$ cat src/rtl/pdcrr_defs.svh
// Constants for the PD class request responder: register offsets,
// field positions, reset values, request and selector codes.
// Assumes inclusion by bare name from the design file and the bench.
`ifndef PDCRR_DEFS_SVH
`define PDCRR_DEFS_SVH

// Register byte offsets
`define PDCRR_REG_CTRL      8'h00
`define PDCRR_REG_PORTS     8'h04
`define PDCRR_REG_CAPS      8'h08
`define PDCRR_REG_PDOCNT    8'h0C
`define PDCRR_REG_STATUS    8'h10
`define PDCRR_REG_MASK      8'h14
`define PDCRR_REG_PENDING   8'h18
`define PDCRR_REG_PDO_BASE  8'h20

// Control fields and reset values
`define PDCRR_CTRL_SPM      0
`define PDCRR_CTRL_HUB      1
`define PDCRR_CTRL_RST      2'h2
`define PDCRR_PORTS_RST     16'h0001
`define PDCRR_CAPS_RST      3'h2
`define PDCRR_PDOCNT_RST    3'h1

// Status and mask bits
`define PDCRR_ST_ACK        0
`define PDCRR_ST_STALL      1
`define PDCRR_ST_NOTIFY     2

// Request types
`define PDCRR_RT_PORT_OUT   8'h23
`define PDCRR_RT_PORT_IN    8'hA3
`define PDCRR_RT_DEV_IN     8'h80
`define PDCRR_RT_DEV_OUT    8'h00

// Request codes
`define PDCRR_RQ_GET_STATUS 8'h00
`define PDCRR_RQ_CLR_FEAT   8'h01
`define PDCRR_RQ_SET_FEAT   8'h03
`define PDCRR_RQ_GET_PDO    8'h14
`define PDCRR_RQ_GET_BATT   8'h15
`define PDCRR_RQ_SET_PDO    8'h16
`define PDCRR_RQ_GET_VDM    8'h17
`define PDCRR_RQ_SEND_VDM   8'h18

// Feature selectors
`define PDCRR_FS_BATT_WAKE  16'h0028
`define PDCRR_FS_OS_AWARE   16'h0029
`define PDCRR_FS_POLICY     16'h002A
`define PDCRR_FS_PORT_FIRST 16'h002B
`define PDCRR_FS_PORT_LAST  16'h0032
`define PDCRR_FS_CHARGING   16'h0036

// Lengths and descriptor layout
`define PDCRR_LEN_STATUS    16'h0008
`define PDCRR_LEN_CLEAR     16'h0002
`define PDCRR_DESC_TYPE     8'h10
`define PDCRR_DESC_HDR      6'h08
`define PDCRR_OFF_RSVD_A    6'h03
`define PDCRR_OFF_CAPS      6'h04
`define PDCRR_OFF_CAPS_HI   6'h05
`define PDCRR_OFF_COUNT     6'h06
`define PDCRR_OFF_RSVD_B    6'h07

`endif

$ cat src/rtl/pdcrr_pkg.sv
// Types shared by the PD class request responder.
// Assumes the constants header sits beside it.
package pdcrr_pkg;
  // Gray codes along idle, scan, send
  typedef enum logic [1:0] {
    PDCRR_D_IDLE = 2'b00,
    PDCRR_D_SCAN = 2'b01,
    PDCRR_D_SEND = 2'b11
  } pdcrr_dstate_t;

  typedef enum logic [3:0] {
    PDCRR_K_NONE     = 4'h0,
    PDCRR_K_CLR_PORT = 4'h1,
    PDCRR_K_SET_PORT = 4'h2,
    PDCRR_K_GET_STAT = 4'h3,
    PDCRR_K_GET_PDO  = 4'h4,
    PDCRR_K_SET_PDO  = 4'h5,
    PDCRR_K_GET_VDM  = 4'h6,
    PDCRR_K_SEND_VDM = 4'h7,
    PDCRR_K_GET_BATT = 4'h8,
    PDCRR_K_SET_DEV  = 4'h9
  } pdcrr_kind_t;
endpackage

$ cat src/rtl/pdcrr_responder.sv
// PD class request decoder and provider port descriptor generator.
// Assumes a USB device core on the same clock hands over setup packets,
// drains descriptor bytes and carries notifications to the host.
// Summary of operation
// One provider descriptor per provider port, ascending port order.
// Peripheral exposes at most one provider port; hub up to sixteen.
// Descriptor bytes at offsets 3 and 7 are zero.
// Capability bitmap at offset 4: BC, PD, Type-C; higher bits zero.
// Byte at offset 6 gives the number of power data objects.
// Power data objects start at offset 8, four bytes each, packed.
// Hub handles all PD class requests and events in any power role.
// Battery status query is always supported.
// Notify only port changes not caused by host software.
// Until policy manager active, no notifications; only battery query and the OS aware set feature.
// Port requests use types 23h and A3h; status queries return 8.
// Port requests for hubs only; battery and device feature for all.
// Request codes 20 to 24 are recognised.
// Device selectors 40,41,42,54; port selectors 43 to 50.
// Bad selector, port or length on port clear feature stalls.
// Unrecognised class requests stall.
//
// Chosen here: the placing of the registers and the plain strobed port.
`timescale 1ns/1ps
`include "pdcrr_defs.svh"

module pdcrr_responder #(
  parameter int NPORTS  = 16,
  parameter int MAX_PDO = 7,
  parameter logic [7:0] CAP_TYPE = 8'h0A  // Arbitrary capability type code
) (
  // Clock and reset
  input  wire logic                 clock_in,
  input  wire logic                 sys_rst_in,
  // Register port
  input  wire logic [7:0]           reg_addr_in,
  input  wire logic [31:0]          reg_wdata_in,
  input  wire logic                 reg_wr_in,
  input  wire logic                 reg_rd_in,
  output logic [31:0]               reg_rdata_out,
  // Setup packet
  input  wire logic                 setup_valid_in,
  input  wire logic [7:0]           setup_type_in,
  input  wire logic [7:0]           setup_req_in,
  input  wire logic [15:0]          setup_value_in,
  input  wire logic [15:0]          setup_index_in,
  input  wire logic [15:0]          setup_length_in,
  // Request answer
  output logic                      req_ack_out,
  output logic                      req_stall_out,
  output pdcrr_pkg::pdcrr_kind_t    req_kind_out,
  output logic [15:0]               req_value_out,
  output logic [7:0]                req_port_out,
  output logic [15:0]               req_len_out,
  // Descriptor stream
  input  wire logic                 desc_start_in,
  input  wire logic                 desc_ready_in,
  output logic                      desc_valid_out,
  output logic [7:0]                desc_byte_out,
  output logic                      desc_end_out,
  output logic                      desc_done_out,
  // Port events and notification
  input  wire logic [NPORTS-1:0]    port_change_in,
  input  wire logic                 host_caused_in,
  input  wire logic                 notify_taken_in,
  output logic                      notify_valid_out,
  output logic [NPORTS-1:0]         notify_map_out,
  // Interrupt
  output logic                      irq_out
);
  import pdcrr_pkg::*;

  logic [1:0]         ctrl;
  logic [15:0]        ports;
  logic [2:0]         caps;
  logic [2:0]         pdo_cnt;
  logic [31:0]        pdo [MAX_PDO];
  logic [2:0]         status;
  logic [2:0]         mask;
  logic [NPORTS-1:0]  pending;
  logic               spm_active;
  logic               is_hub;
  logic [2:0]         next_set;
  logic               next_ack;
  logic               next_stall;
  pdcrr_kind_t        next_kind;
  logic [15:0]        next_len;
  logic               port_ok;
  logic               spm_request;
  logic [NPORTS-1:0]  eff_ports;
  pdcrr_dstate_t      dstate;
  logic [4:0]         scan_port;
  logic [5:0]         byte_idx;
  logic [5:0]         desc_len;
  logic [5:0]         out_idx;
  logic [4:0]         out_port;
  logic               load;

  assign spm_active = ctrl[`PDCRR_CTRL_SPM];
  assign is_hub     = ctrl[`PDCRR_CTRL_HUB];
  // hub only ports
  assign port_ok    = is_hub && setup_index_in[7:0] != 8'h00 &&
                      {8'h00, setup_index_in[7:0]} <= 16'(NPORTS) &&
                      setup_index_in[15:8] == 8'h00;
  assign spm_request = setup_type_in == `PDCRR_RT_DEV_OUT &&
                       setup_req_in == `PDCRR_RQ_SET_FEAT &&
                       setup_value_in == `PDCRR_FS_OS_AWARE;
  // peripheral limit
  assign eff_ports = is_hub ? ports[NPORTS-1:0] :
                     {{(NPORTS-1){1'b0}}, ports[0]};
  assign desc_len  = `PDCRR_DESC_HDR + {1'b0, pdo_cnt, 2'b00};
  assign load      = !desc_valid_out || desc_ready_in;

  // Request decode; port scoped kinds reach here only on a hub
  always_comb begin
    next_kind = PDCRR_K_NONE;
    next_len  = 16'h0000;
    unique case ({setup_type_in, setup_req_in})
      // clear feature checks
      {`PDCRR_RT_PORT_OUT, `PDCRR_RQ_CLR_FEAT}:
        if (port_ok && setup_length_in == `PDCRR_LEN_CLEAR &&
            setup_value_in >= `PDCRR_FS_PORT_FIRST &&
            setup_value_in <= `PDCRR_FS_PORT_LAST) begin
          next_kind = PDCRR_K_CLR_PORT;
          next_len  = `PDCRR_LEN_CLEAR;
        end
      // port selectors
      {`PDCRR_RT_PORT_OUT, `PDCRR_RQ_SET_FEAT}:
        if (port_ok && setup_value_in >= `PDCRR_FS_PORT_FIRST &&
            setup_value_in <= `PDCRR_FS_PORT_LAST) begin
          next_kind = PDCRR_K_SET_PORT;
        end
      // request codes
      {`PDCRR_RT_PORT_OUT, `PDCRR_RQ_SET_PDO}:
        if (port_ok) begin
          next_kind = PDCRR_K_SET_PDO;
          next_len  = setup_length_in;
        end
      {`PDCRR_RT_PORT_OUT, `PDCRR_RQ_SEND_VDM}:
        if (port_ok) begin
          next_kind = PDCRR_K_SEND_VDM;
          next_len  = setup_length_in;
        end
      // port status returns eight bytes
      {`PDCRR_RT_PORT_IN, `PDCRR_RQ_GET_STATUS}:
        if (port_ok && setup_value_in == 16'h0001) begin
          next_kind = PDCRR_K_GET_STAT;
          next_len  = `PDCRR_LEN_STATUS;
        end
      {`PDCRR_RT_PORT_IN, `PDCRR_RQ_GET_PDO}:
        if (port_ok && setup_value_in <= 16'h0001) begin
          next_kind = PDCRR_K_GET_PDO;
          next_len  = setup_length_in;
        end
      {`PDCRR_RT_PORT_IN, `PDCRR_RQ_GET_VDM}:
        if (port_ok) begin
          next_kind = PDCRR_K_GET_VDM;
          next_len  = setup_length_in;
        end
      // battery query for every device
      {`PDCRR_RT_DEV_IN, `PDCRR_RQ_GET_BATT}:
        if (setup_value_in == 16'h0000) begin
          next_kind = PDCRR_K_GET_BATT;
          next_len  = `PDCRR_LEN_STATUS;
        end
      // device selectors
      {`PDCRR_RT_DEV_OUT, `PDCRR_RQ_SET_FEAT}:
        if (setup_value_in == `PDCRR_FS_BATT_WAKE ||
            setup_value_in == `PDCRR_FS_OS_AWARE ||
            setup_value_in == `PDCRR_FS_POLICY ||
            setup_value_in == `PDCRR_FS_CHARGING) begin
          next_kind = PDCRR_K_SET_DEV;
        end
      // anything else stalls
      default: next_kind = PDCRR_K_NONE;
    endcase
    // gate before policy manager is active
    if (!spm_active && next_kind != PDCRR_K_GET_BATT && !spm_request) begin
      next_kind = PDCRR_K_NONE;
      next_len  = 16'h0000;
    end
  end

  assign next_ack   = setup_valid_in && next_kind != PDCRR_K_NONE;
  assign next_stall = setup_valid_in && next_kind == PDCRR_K_NONE;

  // answer every request in any power role
  always_ff @(posedge clock_in) begin
    if (sys_rst_in) begin
      req_ack_out   <= 1'b0;
      req_stall_out <= 1'b0;
      req_kind_out  <= PDCRR_K_NONE;
      req_value_out <= 16'h0000;
      req_port_out  <= 8'h00;
      req_len_out   <= 16'h0000;
    end else begin
      req_ack_out   <= next_ack;
      req_stall_out <= next_stall;
      if (setup_valid_in) begin
        req_kind_out  <= next_kind;
        req_value_out <= setup_value_in;
        req_port_out  <= setup_index_in[7:0];
        req_len_out   <= next_len;
      end
    end
  end

  // Registers written by software; the aware feature also sets the flag
  always_ff @(posedge clock_in) begin
    if (sys_rst_in) begin
      ctrl    <= `PDCRR_CTRL_RST;
      ports   <= `PDCRR_PORTS_RST;
      caps    <= `PDCRR_CAPS_RST;
      pdo_cnt <= `PDCRR_PDOCNT_RST;
      mask    <= 3'h0;
    end else begin
      if (reg_wr_in) begin
        unique case (reg_addr_in)
          `PDCRR_REG_CTRL:   ctrl    <= reg_wdata_in[1:0];
          `PDCRR_REG_PORTS:  ports   <= reg_wdata_in[15:0];
          `PDCRR_REG_CAPS:   caps    <= reg_wdata_in[2:0];
          `PDCRR_REG_PDOCNT: pdo_cnt <= reg_wdata_in[2:0];
          `PDCRR_REG_MASK:   mask    <= reg_wdata_in[2:0];
          default: ;
        endcase
      end
      // Set wins over a same cycle software clear
      if (setup_valid_in && spm_request) begin
        ctrl[`PDCRR_CTRL_SPM] <= 1'b1;
      end
    end
  end

  // Storage for power data objects, shared by all provider ports
  always_ff @(posedge clock_in) begin
    if (sys_rst_in) begin
      for (int i = 0; i < MAX_PDO; i++) begin
        pdo[i] <= 32'h00000000;
      end
    end else if (reg_wr_in) begin
      for (int i = 0; i < MAX_PDO; i++) begin
        if (reg_addr_in == `PDCRR_REG_PDO_BASE + 8'(i * 4)) begin
          pdo[i] <= reg_wdata_in;
        end
      end
    end
  end

  // Sticky status, cleared by reading it; a new event wins
  assign next_set = {notify_valid_out && notify_taken_in,
                     next_stall, next_ack};
  always_ff @(posedge clock_in) begin
    if (sys_rst_in) begin
      status <= 3'h0;
      irq_out <= 1'b0;
    end else begin
      if (reg_rd_in && reg_addr_in == `PDCRR_REG_STATUS) begin
        status <= next_set;
      end else begin
        status <= status | next_set;
      end
      irq_out <= |(status & mask);
    end
  end

  // Read data one cycle after the strobe
  always_ff @(posedge clock_in) begin
    if (sys_rst_in) begin
      reg_rdata_out <= 32'h00000000;
    end else if (reg_rd_in) begin
      reg_rdata_out <= 32'h00000000;
      unique case (reg_addr_in)
        `PDCRR_REG_CTRL:    reg_rdata_out[1:0]  <= ctrl;
        `PDCRR_REG_PORTS:   reg_rdata_out[15:0] <= ports;
        `PDCRR_REG_CAPS:    reg_rdata_out[2:0]  <= caps;
        `PDCRR_REG_PDOCNT:  reg_rdata_out[2:0]  <= pdo_cnt;
        `PDCRR_REG_STATUS:  reg_rdata_out[2:0]  <= status;
        `PDCRR_REG_MASK:    reg_rdata_out[2:0]  <= mask;
        `PDCRR_REG_PENDING: reg_rdata_out[NPORTS-1:0] <= pending;
        default: begin
          for (int i = 0; i < MAX_PDO; i++) begin
            if (reg_addr_in == `PDCRR_REG_PDO_BASE + 8'(i * 4)) begin
              reg_rdata_out <= pdo[i];
            end
          end
        end
      endcase
    end
  end

  // host caused changes are not reported
  // notifications held until the policy manager is active
  always_ff @(posedge clock_in) begin
    if (sys_rst_in) begin
      pending          <= '0;
      notify_valid_out <= 1'b0;
      notify_map_out   <= '0;
    end else begin
      if (!notify_valid_out && spm_active && pending != '0) begin
        notify_valid_out <= 1'b1;
        notify_map_out   <= pending;
        pending <= host_caused_in ? '0 : port_change_in;
      end else begin
        if (notify_valid_out && notify_taken_in) begin
          notify_valid_out <= 1'b0;
        end
        if (!host_caused_in) begin
          pending <= pending | port_change_in;
        end
      end
    end
  end

  // descriptors walk ports upward from the lowest
  always_ff @(posedge clock_in) begin
    if (sys_rst_in) begin
      dstate    <= PDCRR_D_IDLE;
      scan_port <= 5'h00;
      byte_idx  <= 6'h00;
    end else begin
      unique case (dstate)
        PDCRR_D_IDLE:
          if (desc_start_in) begin
            dstate    <= PDCRR_D_SCAN;
            scan_port <= 5'h00;
          end
        PDCRR_D_SCAN:
          if ({27'h0, scan_port} >= NPORTS) begin
            dstate <= PDCRR_D_IDLE;
          end else if (eff_ports[scan_port[$clog2(NPORTS)-1:0]]) begin
            dstate   <= PDCRR_D_SEND;
            byte_idx <= 6'h00;
          end else begin
            scan_port <= scan_port + 5'h01;
          end
        PDCRR_D_SEND:
          if (load) begin
            if (byte_idx == desc_len - 6'h01) begin
              dstate    <= PDCRR_D_SCAN;
              scan_port <= scan_port + 5'h01;
            end
            byte_idx <= byte_idx + 6'h01;
          end
      endcase
    end
  end

  // Byte register holds until the core takes it
  always_ff @(posedge clock_in) begin
    if (sys_rst_in) begin
      desc_valid_out <= 1'b0;
      desc_byte_out  <= 8'h00;
      desc_end_out   <= 1'b0;
      desc_done_out  <= 1'b0;
      out_idx        <= 6'h00;
      out_port       <= 5'h00;
    end else begin
      desc_done_out <= dstate == PDCRR_D_SCAN &&
                       {27'h0, scan_port} >= NPORTS;
      if (load) begin
        desc_valid_out <= dstate == PDCRR_D_SEND;
        desc_end_out   <= byte_idx == desc_len - 6'h01;
        out_idx        <= byte_idx;
        out_port       <= scan_port;
        if (byte_idx >= `PDCRR_DESC_HDR) begin
          // packed objects, low byte first
          desc_byte_out <= 8'(pdo[3'((byte_idx - `PDCRR_DESC_HDR) >> 2)]
                           >> {byte_idx[1:0], 3'b000});
        end else begin
          unique case (byte_idx)
            6'h00: desc_byte_out <= {2'b00, desc_len};
            6'h01: desc_byte_out <= `PDCRR_DESC_TYPE;
            6'h02: desc_byte_out <= CAP_TYPE;
            // only three capability bits
            `PDCRR_OFF_CAPS:  desc_byte_out <= {5'h00, caps};
            // object count
            `PDCRR_OFF_COUNT: desc_byte_out <= {5'h00, pdo_cnt};
            // reserved bytes and upper bitmap byte
            default: desc_byte_out <= 8'h00;
          endcase
        end
      end
    end
  end

  // Checks
  logic [4:0] prev_port;
  logic       seen;
  always_ff @(posedge clock_in) begin
    if (sys_rst_in || desc_start_in) begin
      prev_port <= 5'h00;
      seen      <= 1'b0;
    end else if (desc_valid_out && desc_ready_in && out_idx == 6'h00) begin
      prev_port <= out_port;
      seen      <= 1'b1;
    end
  end
endmodule

$ cat config.mk
export PLATFORM = sky130hd
export DESIGN_NAME = pdcrr_responder
export DESIGN_NICKNAME = d
export VERILOG_FILES = /design/src/rtl/pdcrr_pkg.sv /design/src/rtl/pdcrr_responder.sv
export VERILOG_INCLUDE_DIRS = /design/src /design/src/rtl
export SDC_FILE = /design/constraint.sdc
export NUM_CORES = 1
export LEC_CHECK = 0
export BUFFER_PORTS_ARGS = -buffer_cell sky130_fd_sc_hd__buf_2
export CAP_MARGIN = 10
export CORE_ASPECT_RATIO = 0.5
export CORE_UTILIZATION = 45
export CTS_CLUSTER_DIAMETER = 80
export DETAILED_ROUTE_END_ITERATION = 12
export PLACE_DENSITY = 0.62
export SYNTH_ARGS = -nofsm -noshare
export SYNTH_HDL_FRONTEND = slang
export SYNTH_SLANG_ARGS = --single-unit
$ cat constraint.sdc
create_clock -name clock_in -period 6.8 [get_ports clock_in]
set_input_delay 0.68 -clock clock_in [delete_from_list [all_inputs] [get_ports clock_in]]
set_output_delay 0.68 -clock clock_in [all_outputs]
set_load 0.01 [all_outputs]
# After elaboration in Yosys (flattened, before gate mapping)

Memory sizes are Yosys's and may differ from the RTL's.
Cells that the tools add are included.

Register bits: 166
Bits in writable memories: 224
Input port bits: 129
Output and inout port bits: 107
Word-level logic and storage cells: 247
Memories kept: 1

Memory list:

| name | words | width | rd ports | clocked after Yosys merged registers in | write ports | RTL line              | RTL |
|---|---|---|---|---|---|---|---|
| pdo  | 7     | 32    | 8        | 0                                       | 7           | pdcrr_responder.sv:76 | `logic [31:0] pdo [MAX_PDO];` |

Add/sub/neg operators: 5
Order comparisons: 7
Equal/unequal tests: 45
Shift-type cells: 1
Mux-type cells: 96
Bitwise logic cells: 10
Reductions and logical operators: 57

Operators by type and width:

| kind                                                 | number |
|---|---|
| two-way mux 32 bit                                   | 14 |
| two-way mux 16 bit                                   | 8 |
| case mux 16 bit (5 select lines)                     | 1 |
| == test 16 x 14 -> 1 bit, second input constant      | 4 |
| == test 16 bit, second input constant                | 4 |
| == test 16 x 6 -> 1 bit, second input constant       | 4 |
| == test 8 x 6 -> 1 bit, second input constant        | 7 |
| case mux 13 bit (3 select lines)                     | 1 |
| two-way mux 1 bit                                    | 37 |
| case mux 4 bit (9 select lines)                      | 1 |
| == test 16 x 2 -> 1 bit, second input constant       | 2 |
| >> shifter 32 x 5 -> 8 bit                           | 1 |
| case mux 6 bit (5 select lines)                      | 1 |
| two-way mux 5 bit                                    | 5 |
| == test 8 x 5 -> 1 bit, second input constant        | 3 |
| logical NOT 8 bit                                    | 3 |
| logical AND 1 bit                                    | 22 |
| two-way mux 4 bit                                    | 5 |
| two-way mux 6 bit                                    | 3 |
| == test 16 x 1 -> 1 bit, second input constant       | 1 |
| == test 8 x 4 -> 1 bit, second input constant        | 2 |
| >= comparator 16 x 6 -> 1 bit, second input constant | 1 |
| <= comparator 16 x 1 -> 1 bit, second input constant | 1 |
| <= comparator 16 x 6 -> 1 bit, second input constant | 1 |
| 50 further kinds                                     | 89 |

# Depth between registers and ports, before layout

Gate-level depths: netlist (run 1).

Depth in word-level cells: 17
Depth in mapped cells: 10
Gate-level depth less buffers: 9

# Worst setup path after synthesis (run 1)

No wires, ideal clock.

Path kind: input-to-reg
Start point: input reg_addr_in[4]
End point: memory pdo[3][0], enable pin
Setup time: 0.389 ns
Arrival time: 2.999 ns
Data required time: 6.411 ns
Setup slack: 3.412 ns
Stages: 9
Path buffers: 4
Cell sequence: buf_2 or4b_1 inv_1 and4_1 buf_2 buf_2 nand2_1 buf_2 nand2_1

RTL lines:

| what            | RTL line              | RTL |
|---|---|---|
| start, declared | pdcrr_responder.sv:35 | `input wire logic [7:0] reg_addr_in,` |
| end, declared   | pdcrr_responder.sv:76 |  |

==> results of run 1 <==
-- power by group through the flow --
stage	Combinational, mW	Sequential [mW]	Clock [mW]
finish	0.355	2.68	2.16
global route	0.385	2.69	2.29
floorplan	0.193	2.70	0
detailed placement	0.353	2.73	0
global placement	0.349	2.72	0
CTS	0.354	2.67	2.19
-- placed cells by master (no fill, tap or decap), types with 5 or more instances in the layout --
cell and instances:
a211oi_1 36, a21oi_1 82, a221oi_1 33, a222oi_1 6
a22o_1 33, a22oi_1 62, a31oi_1 6, and3_1 6
buf_2 234, buf_4 33, clkbuf_1 7, clkbuf_16 39
clkinv_2 6, dfxtp_1 164, edfxtp_1 224, ha_1 9
inv_1 45, mux2i_1 83, mux4_2 46, nand2_1 178
nand3_1 25, nand4_1 19, nor2_1 323, nor2_2 6
nor2b_1 25, nor3_1 13, nor4_1 19, o211ai_1 7
o21ai_0 27, o221a_2 12, or4_1 6, xnor2_1 5
xor2_1 5
-- kinds of logic after synthesis --
| group | count (synthesis) | synth area share (%) |
|---|---|---|
| buffers and inverters | 166 | 3.92 |
| adders and majority gates | 9 | 0.614 |
| xor gates and xnor gates | 10 | 0.477 |
| muxes | 133 | 10.4 |
| AOI/OAI and AO/OA | 345 | 13.7 |
| and+or+nand+nor | 663 | 16.1 |
| DFF | 390 | 54.8 |
-- path summary, 6_finish.rpt --
check / start / endpoint / depth (start not counted)
max: reg_addr_in[4] / pdo[3][11]$_SDFFCE_PN0P_ / 8
min: setup_length_in[14] / req_len_out[14]$_SDFFE_PP0P_ / 2
max reg2reg: byte_idx[2]$_SDFFE_PP0P_ / desc_byte_out[5]$_SDFFE_PP0P_ / 6
min reg2reg: req_len_out[3]$_SDFFE_PP0P_ / req_len_out[3]$_SDFFE_PP0P_ / 1
-- per-layer routing --
metal | global-route usage (%) | vias to the layer above | part of all wire (%)
met3 | 4.67 | 97 | 9.5
met5 | 0 | - | 0
met2 | 43.3 | 804 | 45
met1 | 38.8 | 7247 | 43
li1 | - | 6734 | -
met4 | 7.95 | 0 | 2.4
-- cell type report --
type,count,area (um^2)
Fill cell,3539,18400
Antenna cell,2,5.00
Multi-Input combinational cell,1160,7590
Timing Repair Buffer,267,1420
Clock inverter,19,224
Tap cell,530,663
Inverter,46,173
Sequential cell,390,10100
Clock buffer,47,1020
-- registers in the layout, summed over array words and instances (netlist names), 2 cells and up --
register,cells
scan_port,5
notify_map_out,16
req_port_out,8
ctrl,2
dstate,2
pdo,224
ports,16
mask,3
pending,16
pdo_cnt,3
reg_rdata_out,32
caps,3
status,3
req_len_out,16
req_kind_out,4
req_value_out,16
desc_byte_out,8
byte_idx,6
-- metrics by stage --
stage	instances	instance area, um^2	hold slack [ps]
after floorplan	1716	18300	445
after global placement	2393	19900	431
after detailed placement	2393	19900	439
after CTS	2459	21100	357
after global routing	2461	21100	367
final	2461	21100	375
==> results.txt, run 1 <==
vias in the first global route = 14039
Least-Margin Pin Slew = 968 ps
clock sinks = 390
Post-Syn Area = 18300 um^2
Setup WS pre-CTS = 3000 ps
Layout area overhead = 15.3%
Slowest-stage cell, CP = or4b_1
most frequent cells after synthesis = nor2_1 (329), edfxtp_1 (224), nand2_1 (178)
remaining antenna violation count = 0
first-pass GRT wire length = 86.0 mm
RSZ-0062 raised after global routing = false
most common cell in the netlist = nor2_1
vias = 14882
GPL Wtd Cong = 0.876
fin crit period = 3300 ps
initial antenna violation count = 2
sequential cell fraction of total power = 51.6%
worst path bufs/invs = 4
Required @ worst endpoint = 7020 ps
share of the synthesized area in the top cell type = 36.7%
height of the die = 145 um
period utilization = 48.5%
Worst Setup Start Kind = primary input
DRT Wirelength = 57.3 mm
Setup Skew = 25.6 ps
DRT iter0 DRCs = 1782
Reg2Reg Setup Slack = 3520 ps
P_sw = 1.25 mW
Area contributors post-synth = edfxtp_1 (37%), dfxtp_1 (18%), nor2_1 (6.7%), mux4_2 (5.6%), mux2i_1 (4.5%)
net count after synthesis = 1854
worst vdd ir = 0.147 mV
First-pass DRT Iterations = 6
HP Class = primary input to flop
Slew Viols, Final = 0
Worst Setup End Kind = flop
post-synth cell types = 79
total of max-cap violations = 0
buffer count from post-CTS setup fixing = 0
Pint = 3.95 mW
PortBufs = 235
#FFs+latches synth = 390
Syn Inst Count = 1716
cts repair resizes = 0
Total Routing Usage GR = 27.4%
Rows = 51
top_reg_cell synth = edfxtp_1
ratio of cells with drive above 1 in the final layout = 21.4%
root buffer cell = clkbuf_16
EDFF count, synth = 224
post-layout util = 53.5%
Fin. Hold Viols = 0
fmax = 0.303 GHz
nets = 2039
Final Power = 5.19 mW
slowest stage delay, CP = 660 ps
Slew headroom = 35.4%
most area-hungry cell type in the Yosys netlist = edfxtp_1
register area share after synthesis = 54.8%
crit-path cells = buf_2 -> or4b_1 -> inv_1 -> and4_1 -> buf_4 -> nand2_1 -> nand2_1 -> buf_4
crit path DAT = 3520 ps
io pins = 236
clock share of power = 41.6%
drt wl/cell = 23.3 um
drt drc = 0
CTS tree = done
starting density of the core = 46.4%
CP max FO = 33
clock buffer depth = 3
Via density = 6.05
delay-heaviest family, CP = simple AND/OR/NAND/NOR gates
PD cells = 246 nW/um^2
Chip Width = 288 um
Clk pin slew, worst setup/hold paths = 60 ps
Die Area = 41600 um^2
Final WS setup = 3500 ps
H-tree depth = 2
Crit Path Category = primary input to flop
endpoints failing setup = 0
CTS buffer count = 36
YS warnings = 0
hold_buf cts = 0
switching portion of total power = 24.0%
Fin Setup TNS = 0 ps
largest net degree at the start of global routing = 68
Avg Cell Area, Syn = 10.7 um^2
gr ovfl total = 0
clk_lat worst skew = 550 ps
share of synthesized registers carrying an async set or reset = 0%
status = completed
Leakage = 7.99 nW
CORE AREA = 39500 um^2
Logic pwr share = 6.8%
hpwl dp = 37.8 mm
(Power assumes the default switching activity.)
==> run 2, diff against run 1 <==
Settings changed: ABC_AREA set to 1, PLACE_DENSITY 0.62 to 0.64.
Clock period 6.8 ns to 3 ns, I/O delays scaled along.
==> run 2 against run 1 <==
Effect of this change: worst setup slack lost 2700 ps; largest cell class unchanged; sequential share of layout area shrank 2.5 points; combinational power grew to 3.0 times the previous value; highest routed layer unchanged; flip-flop and latch count is the same; register-to-register slack lost 2700 ps; via count grew 22%; die area grew 4.2%.
==> results.txt, run 2 <==
crit path to = desc_byte_out[0]$_SDFFE_PP0P_
period utilization = 74.2%
most area-hungry cell type in the Yosys netlist = edfxtp_1
Layout area overhead = 16.5%
fmax = 0.449 GHz
Least-Margin Pin Slew = 671 ps
most common cell in the netlist = nand2_1
#FFs+latches synth = 390
crit-path cells = nand2_1 -> inv_2 -> buf_12 -> nand2_1 -> o2111ai_1 -> o211ai_1 -> nand3_1 -> nand3_1 -> a21oi_1
share of synthesized registers carrying an async set or reset = 0%
starting density of the core = 46.5%
Area contributors post-synth = edfxtp_1 (35%), dfxtp_1 (17%), nand2_1 (10%), nor2_1 (7.5%), a21oi_1 (5.8%)
height of the die = 148 um
Slew headroom = 55.1%
Setup Skew = 22.2 ps
worst r2r dst = desc_byte_out[0]$_SDFFE_PP0P_
cell depth of the worst flop-to-flop path = 9
endpoints failing setup = 0
Fillers = 3926
Die Area = 43400 um^2
io pins = 236
H-tree depth = 2
hpwl dp = 44.8 mm
Slowest-stage cell, CP = dfxtp_1
Via density = 5.64
CTS buffer count = 37
nets = 2760
slowest stage delay, CP = 640 ps
remaining antenna violation count = 0
register area share after synthesis = 52.5%
PD cells = 535 nW/um^2
Leakage = 9.21 nW
GPL Wtd Cong = 0.901
Fin Setup TNS = 0 ps
ratio of cells with drive above 1 in the final layout = 14.7%
CP max FO = 52
Slew Viols, Final = 0
CORE AREA = 41200 um^2
root buffer cell = clkbuf_16
biggest regs = pdo (224), reg_rdata_out (32)
number of flip-flops in the largest register = 224
PortBufs = 235
Post-Syn Area = 19100 um^2
CP startpoint = byte_idx[2]$_SDFFE_PP0P_
total of max-cap violations = 0
drt wl/cell = 20.8 um
ant diodes = 0
vias = 18155
post-synth cell types = 47
Final Power = 11.9 mW
most frequent cells after synthesis = nand2_1 (525), nor2_1 (382), edfxtp_1 (224)
share of the synthesized area in the top cell type = 35.2%
commonest non-fill, non-tap cell in the layout = nand2_1
buffer count from post-CTS setup fixing = 0
Rows = 52
vias in the first global route = 16890
drt drc = 0
Syn Inst Count = 2407
HP Class = primary input to flop
Reg2Reg Setup Slack = 770 ps
Worst Setup End Kind = flop
commonest non-fill, non-tap cells in the layout = nand2_1 (525), nor2_1 (382), buf_2 (234)
Chip Width = 294 um
DRT Wirelength = 67.0 mm
RSZ-0062 raised after global routing = false
net count after synthesis = 2545
cts repair resizes = 0
initial antenna violation count = 1
largest net degree at the start of global routing = 95
Worst Setup Start Kind = flop
clock sinks = 390
first-pass GRT wire length = 100 mm
worst vdd ir = 0.359 mV
Clk pin slew, worst setup/hold paths = 70 ps
crit path DAT = 2710 ps
Required @ worst endpoint = 3480 ps
r2r startpoint = byte_idx[2]$_SDFFE_PP0P_
CTS tree = done
top_reg_cell synth = edfxtp_1
gr ovfl total = 0
DRT iter0 DRCs = 2037
fin crit period = 2230 ps
First-pass DRT Iterations = 7
Fin. Hold Viols = 0
Total Routing Usage GR = 30.3%
Crit Path Category = flop to flop
Largest Register = pdo
Avg Cell Area, Syn = 7.95 um^2
clock buffer depth = 3
status = completed
YS warnings = 0
EDFF count, synth = 224
clk_lat worst skew = 550 ps
-- run 2: worst min path at each step --
stage,start,depth (start not counted),slack [ps],to
floorplan,reg_wdata_in[1],2,430,caps[1]$_SDFFE_PP1P_
global placement,desc_byte_out[6]$_SDFFE_PP0P_,2,450,desc_byte_out[6]$_SDFFE_PP0P_
detailed placement,req_len_out[0]$_SDFFE_PP0P_,2,450,req_len_out[0]$_SDFFE_PP0P_
CTS,port_change_in[4],3,0.6,pending[4]$_SDFFE_PP0P_
global route,port_change_in[3],3,10,pending[3]$_SDFFE_PP0P_
finish,port_change_in[4],3,4,pending[4]$_SDFFE_PP0P_
-- run 2: final cells by class --
type | instances | area [um^2] | share of cell area [%]
Inverter | 226 | 850 | 3.81
Clock inverter | 14 | 124 | 0.556
Multi-Input combinational cell | 1662 | 7670 | 34.4
Clock buffer | 54 | 1070 | 4.82
Timing Repair Buffer | 305 | 1810 | 8.12
Sequential cell | 390 | 10000 | 45.1
Tap cell | 567 | 709 | 3.18
-- run 2: through the flow --
step | instances | area, um^2 | setup WS (ps) | util, % | hold slack (ps)
5_1_grt | 3218 | 22300 | 593 | 54.1 | 11.1
3_3_place_gp | 3143 | 21000 | 691 | 51.0 | 450
2_1_floorplan | 2407 | 19100 | 587 | - | 426
3_5_place_dp | 3143 | 21000 | 664 | 51.0 | 454
4_1_cts | 3218 | 22300 | 801 | 54.1 | 0.584
6_report | 3218 | 22300 | 774 | 54.1 | 4.34
-- run 2: cell families after synthesis --
| logic type | after synthesis | synth area share [%] |
|---|---|---|
| xor+xnor | 8 | 0.366 |
| buf+inv | 355 | 7.47 |
| simple gates | 1185 | 25.9 |
| compound gates | 460 | 13.2 |
| flops | 390 | 52.5 |
| fa+ha+maj | 9 | 0.589 |
-- run 2: per-layer routing --
metal / vias up / wire length, um / GRT usage [%] / part of all wire, %
met5: - / 0 / 0 / 0
met3: 123 / 8400 / 8.99 / 13
met1: 8494 / 28100 / 41.9 / 42
li1: 8474 / - / - / -
met2: 1064 / 28900 / 46.7 / 43
met4: 0 / 1590 / 7.47 / 2.4
-- run 2: power breakdown --
part | internal, mW | switching, mW | total (mW)
registers | 5.89 | 0.156 | 6.05
logic | 0.333 | 0.742 | 1.07
clock network | 2.67 | 2.14 | 4.81
total | 8.90 | 3.03 | 11.9
-- run 2: timing repair --
action                                  in CTS  in global routing
hold endpoints to repair                     7                  0
hold buffers                                 7                  0
endpoints found under the setup margin       0                  0
-- run 2: worst max-delay path: cells and delay by family, from the launching register on --
kind / cells / cell delay [ps]
compound gates: 3 / 440
buf+inv: 2 / 380
flops: 1 / 640
simple gates: 4 / 660
==> run 3, diff against run 2 <==
Clock period 3 ns to 1.9 ns, I/O delays scaled along.
==> run 3 against run 2 <==
Effect of this change: first-iteration DRC count up 6.6%; combinational power up 82%; critical path depth up 1; fmax up 19%; die area unchanged; cell count up 4.6%; sequential share of layout area down 3.4 points; core utilization up 4.5 points; design area up 8.3%; global-route usage up 0.81 points; non-clock buffer count up 149; hold slack better by 19 ps; largest cell class unchanged.
==> results.txt, run 3 (same netlist as run 2, synthesis figures left out) <==
Setup Skew = 29.0 ps
Crit Path Category = flop to flop
slowest stage delay, CP = 350 ps
fin crit period = 1870 ps
CTS buffer count = 37
PD cells = 809 nW/um^2
Die Area = 43400 um^2
First-pass DRT Iterations = 6
endpoints failing setup = 0
drt wl/cell = 20.4 um
GPL Wtd Cong = 0.949
delay-heaviest family, CP = simple AND/OR/NAND/NOR gates
H-tree depth = 2
Fillers = 3688
number of flip-flops in the largest register = 224
Sequential Area = 10100 um^2
Largest Register = pdo
Worst Hold Slack = 23.6 ps
worst vdd ir = 0.548 mV
clk_lat worst skew = 550 ps
Layout area overhead = 26.2%
clock sinks = 390
Worst Setup End Kind = flop
Slew headroom = 63.8%
root buffer cell = clkbuf_16
worst path bufs/invs = 3
io pins = 236
Total Routing Usage GR = 31.1%
status = completed
starting density of the core = 46.5%
ant diodes = 0
height of the die = 148 um
drt drc = 0
gr ovfl total = 0
Fin. Hold Viols = 0
Rows = 52
commonest non-fill, non-tap cells in the layout = nand2_1 (518), nor2_1 (378), buf_2 (234)
initial antenna violation count = 1
PortBufs = 235
CTS tree = done
biggest regs = pdo (224), reg_rdata_out (32)
commonest non-fill, non-tap cell in the layout = nand2_1
Slew Viols, Final = 0
period utilization = 98.3%
Critical Path Most Common Cell = nand3_1
Clk pin slew, worst setup/hold paths = 70 ps
Fin Setup TNS = 0 ps
crit path DAT = 2350 ps
largest net degree at the start of global routing = 71
nets = 2909
hpwl dp = 47.9 mm
vias in the first global route = 17624
Worst Setup Start Kind = flop
crit-path cells = buf_6 -> inv_2 -> nor2_4 -> buf_12 -> nand2_1 -> nand4_1 -> o211ai_1 -> nand3_1 -> nand3_1 -> a21oi_1
HP Class = primary input to flop
Chip Width = 294 um
Slowest-stage cell, CP = dfxtp_2
vias = 18815
fmax = 0.535 GHz
remaining antenna violation count = 0
first-pass GRT wire length = 103 mm
Required @ worst endpoint = 2390 ps
Least-Margin Pin Slew = 540 ps
clock buffer depth = 3
Final Power = 19.5 mW
Via density = 5.59
multi-input combinational cell area = 7790 um^2
CORE AREA = 41200 um^2
DRT Wirelength = 68.6 mm
ratio of cells with drive above 1 in the final layout = 18.0%
CP max FO = 27
DRT iter0 DRCs = 2172
total of max-cap violations = 0
Leakage = 10.1 nW
==> run 3: cell types whose count changed in the layout (fill, tap and decap cells not counted), sizes merged <==
cell | before | now
buf | 298 | 378
bufinv | 2 | 4
clkbuf | 54 | 47
clkinv | 15 | 19
clkinvlp | 2 | 0
dlygate4sd3 | 7 | 75
inv | 221 | 224
==> run 3: metal layers <==
layer	track usage [%]	up-vias	part of all wire [%]
met2	47.5	1096	42
met1	42.4	8772	42
met3	9.68	179	13
li1	-	8766	-
met4	9.66	2	3.3
met5	0	-	0.022
==> run 3: layout make-up <==
class | count | share of cell area, %
clock inverters | 21 | 0.902
inverters | 226 | 3.52
well taps | 567 | 2.94
repair buffers | 454 | 14.3
clock buffers | 46 | 4.41
multi-input cells | 1662 | 32.3
flip-flops and latches | 390 | 41.7
==> run 3: metrics by stage <==
| stage | area [um^2] | utilization [%] | setup WS [ps] | instances |
|---|---|---|---|---|
| floorplan | 19200 | - | -261 | 2407 |
| global placement | 21900 | 53.3 | -80.2 | 3220 |
| detailed placement | 21900 | 53.3 | -89.5 | 3220 |
| CTS | 24000 | 58.2 | 13.2 | 3362 |
| global route | 24100 | 58.6 | -33.0 | 3366 |
| finish | 24100 | 58.6 | 32.4 | 3366 |
==> run 3: path summary, 6_finish.rpt <==
kind | from | end | slack (ps) | cells past startpoint
worst max-delay path | byte_idx[3]$_SDFFE_PP0P_ | desc_byte_out[3]$_SDFFE_PP0P_ | 30 | 10
worst min-delay path | reg_wdata_in[19] | pdo[6][19]$_SDFFCE_PP0P_ | 20 | 3
worst max register to register | byte_idx[3]$_SDFFE_PP0P_ | desc_byte_out[3]$_SDFFE_PP0P_ | 30 | 10
worst min register to register | reg_rdata_out[28]$_SDFFE_PP0P_ | reg_rdata_out[28]$_SDFFE_PP0P_ | 460 | 2
==> run 3: worst min-delay path: cells and delay by family <==
kind	cells	cell delay (ps)
simple gates	1	50
buf+inv	2	160
==> run 3: what timing repair did <==
action / 4_1_cts / 5_1_grt
gates cloned: 0 / 1
hold endpoints to repair: 78 / 0
resized for setup: 6 / 25
setup buffers: 0 / 3
hold buffers: 75 / 0
pin swaps: 0 / 4
endpoints found under the setup margin: 10 / 32
==> run 3: where the power goes <==
part / internal [mW] / leakage [nW] / switching (mW)
registers: 9.30 / 3.49 / 0.257
logic: 0.709 / 5.96 / 1.25
clock network: 4.56 / 0.639 / 3.46
total: 14.6 / 10.1 / 4.96
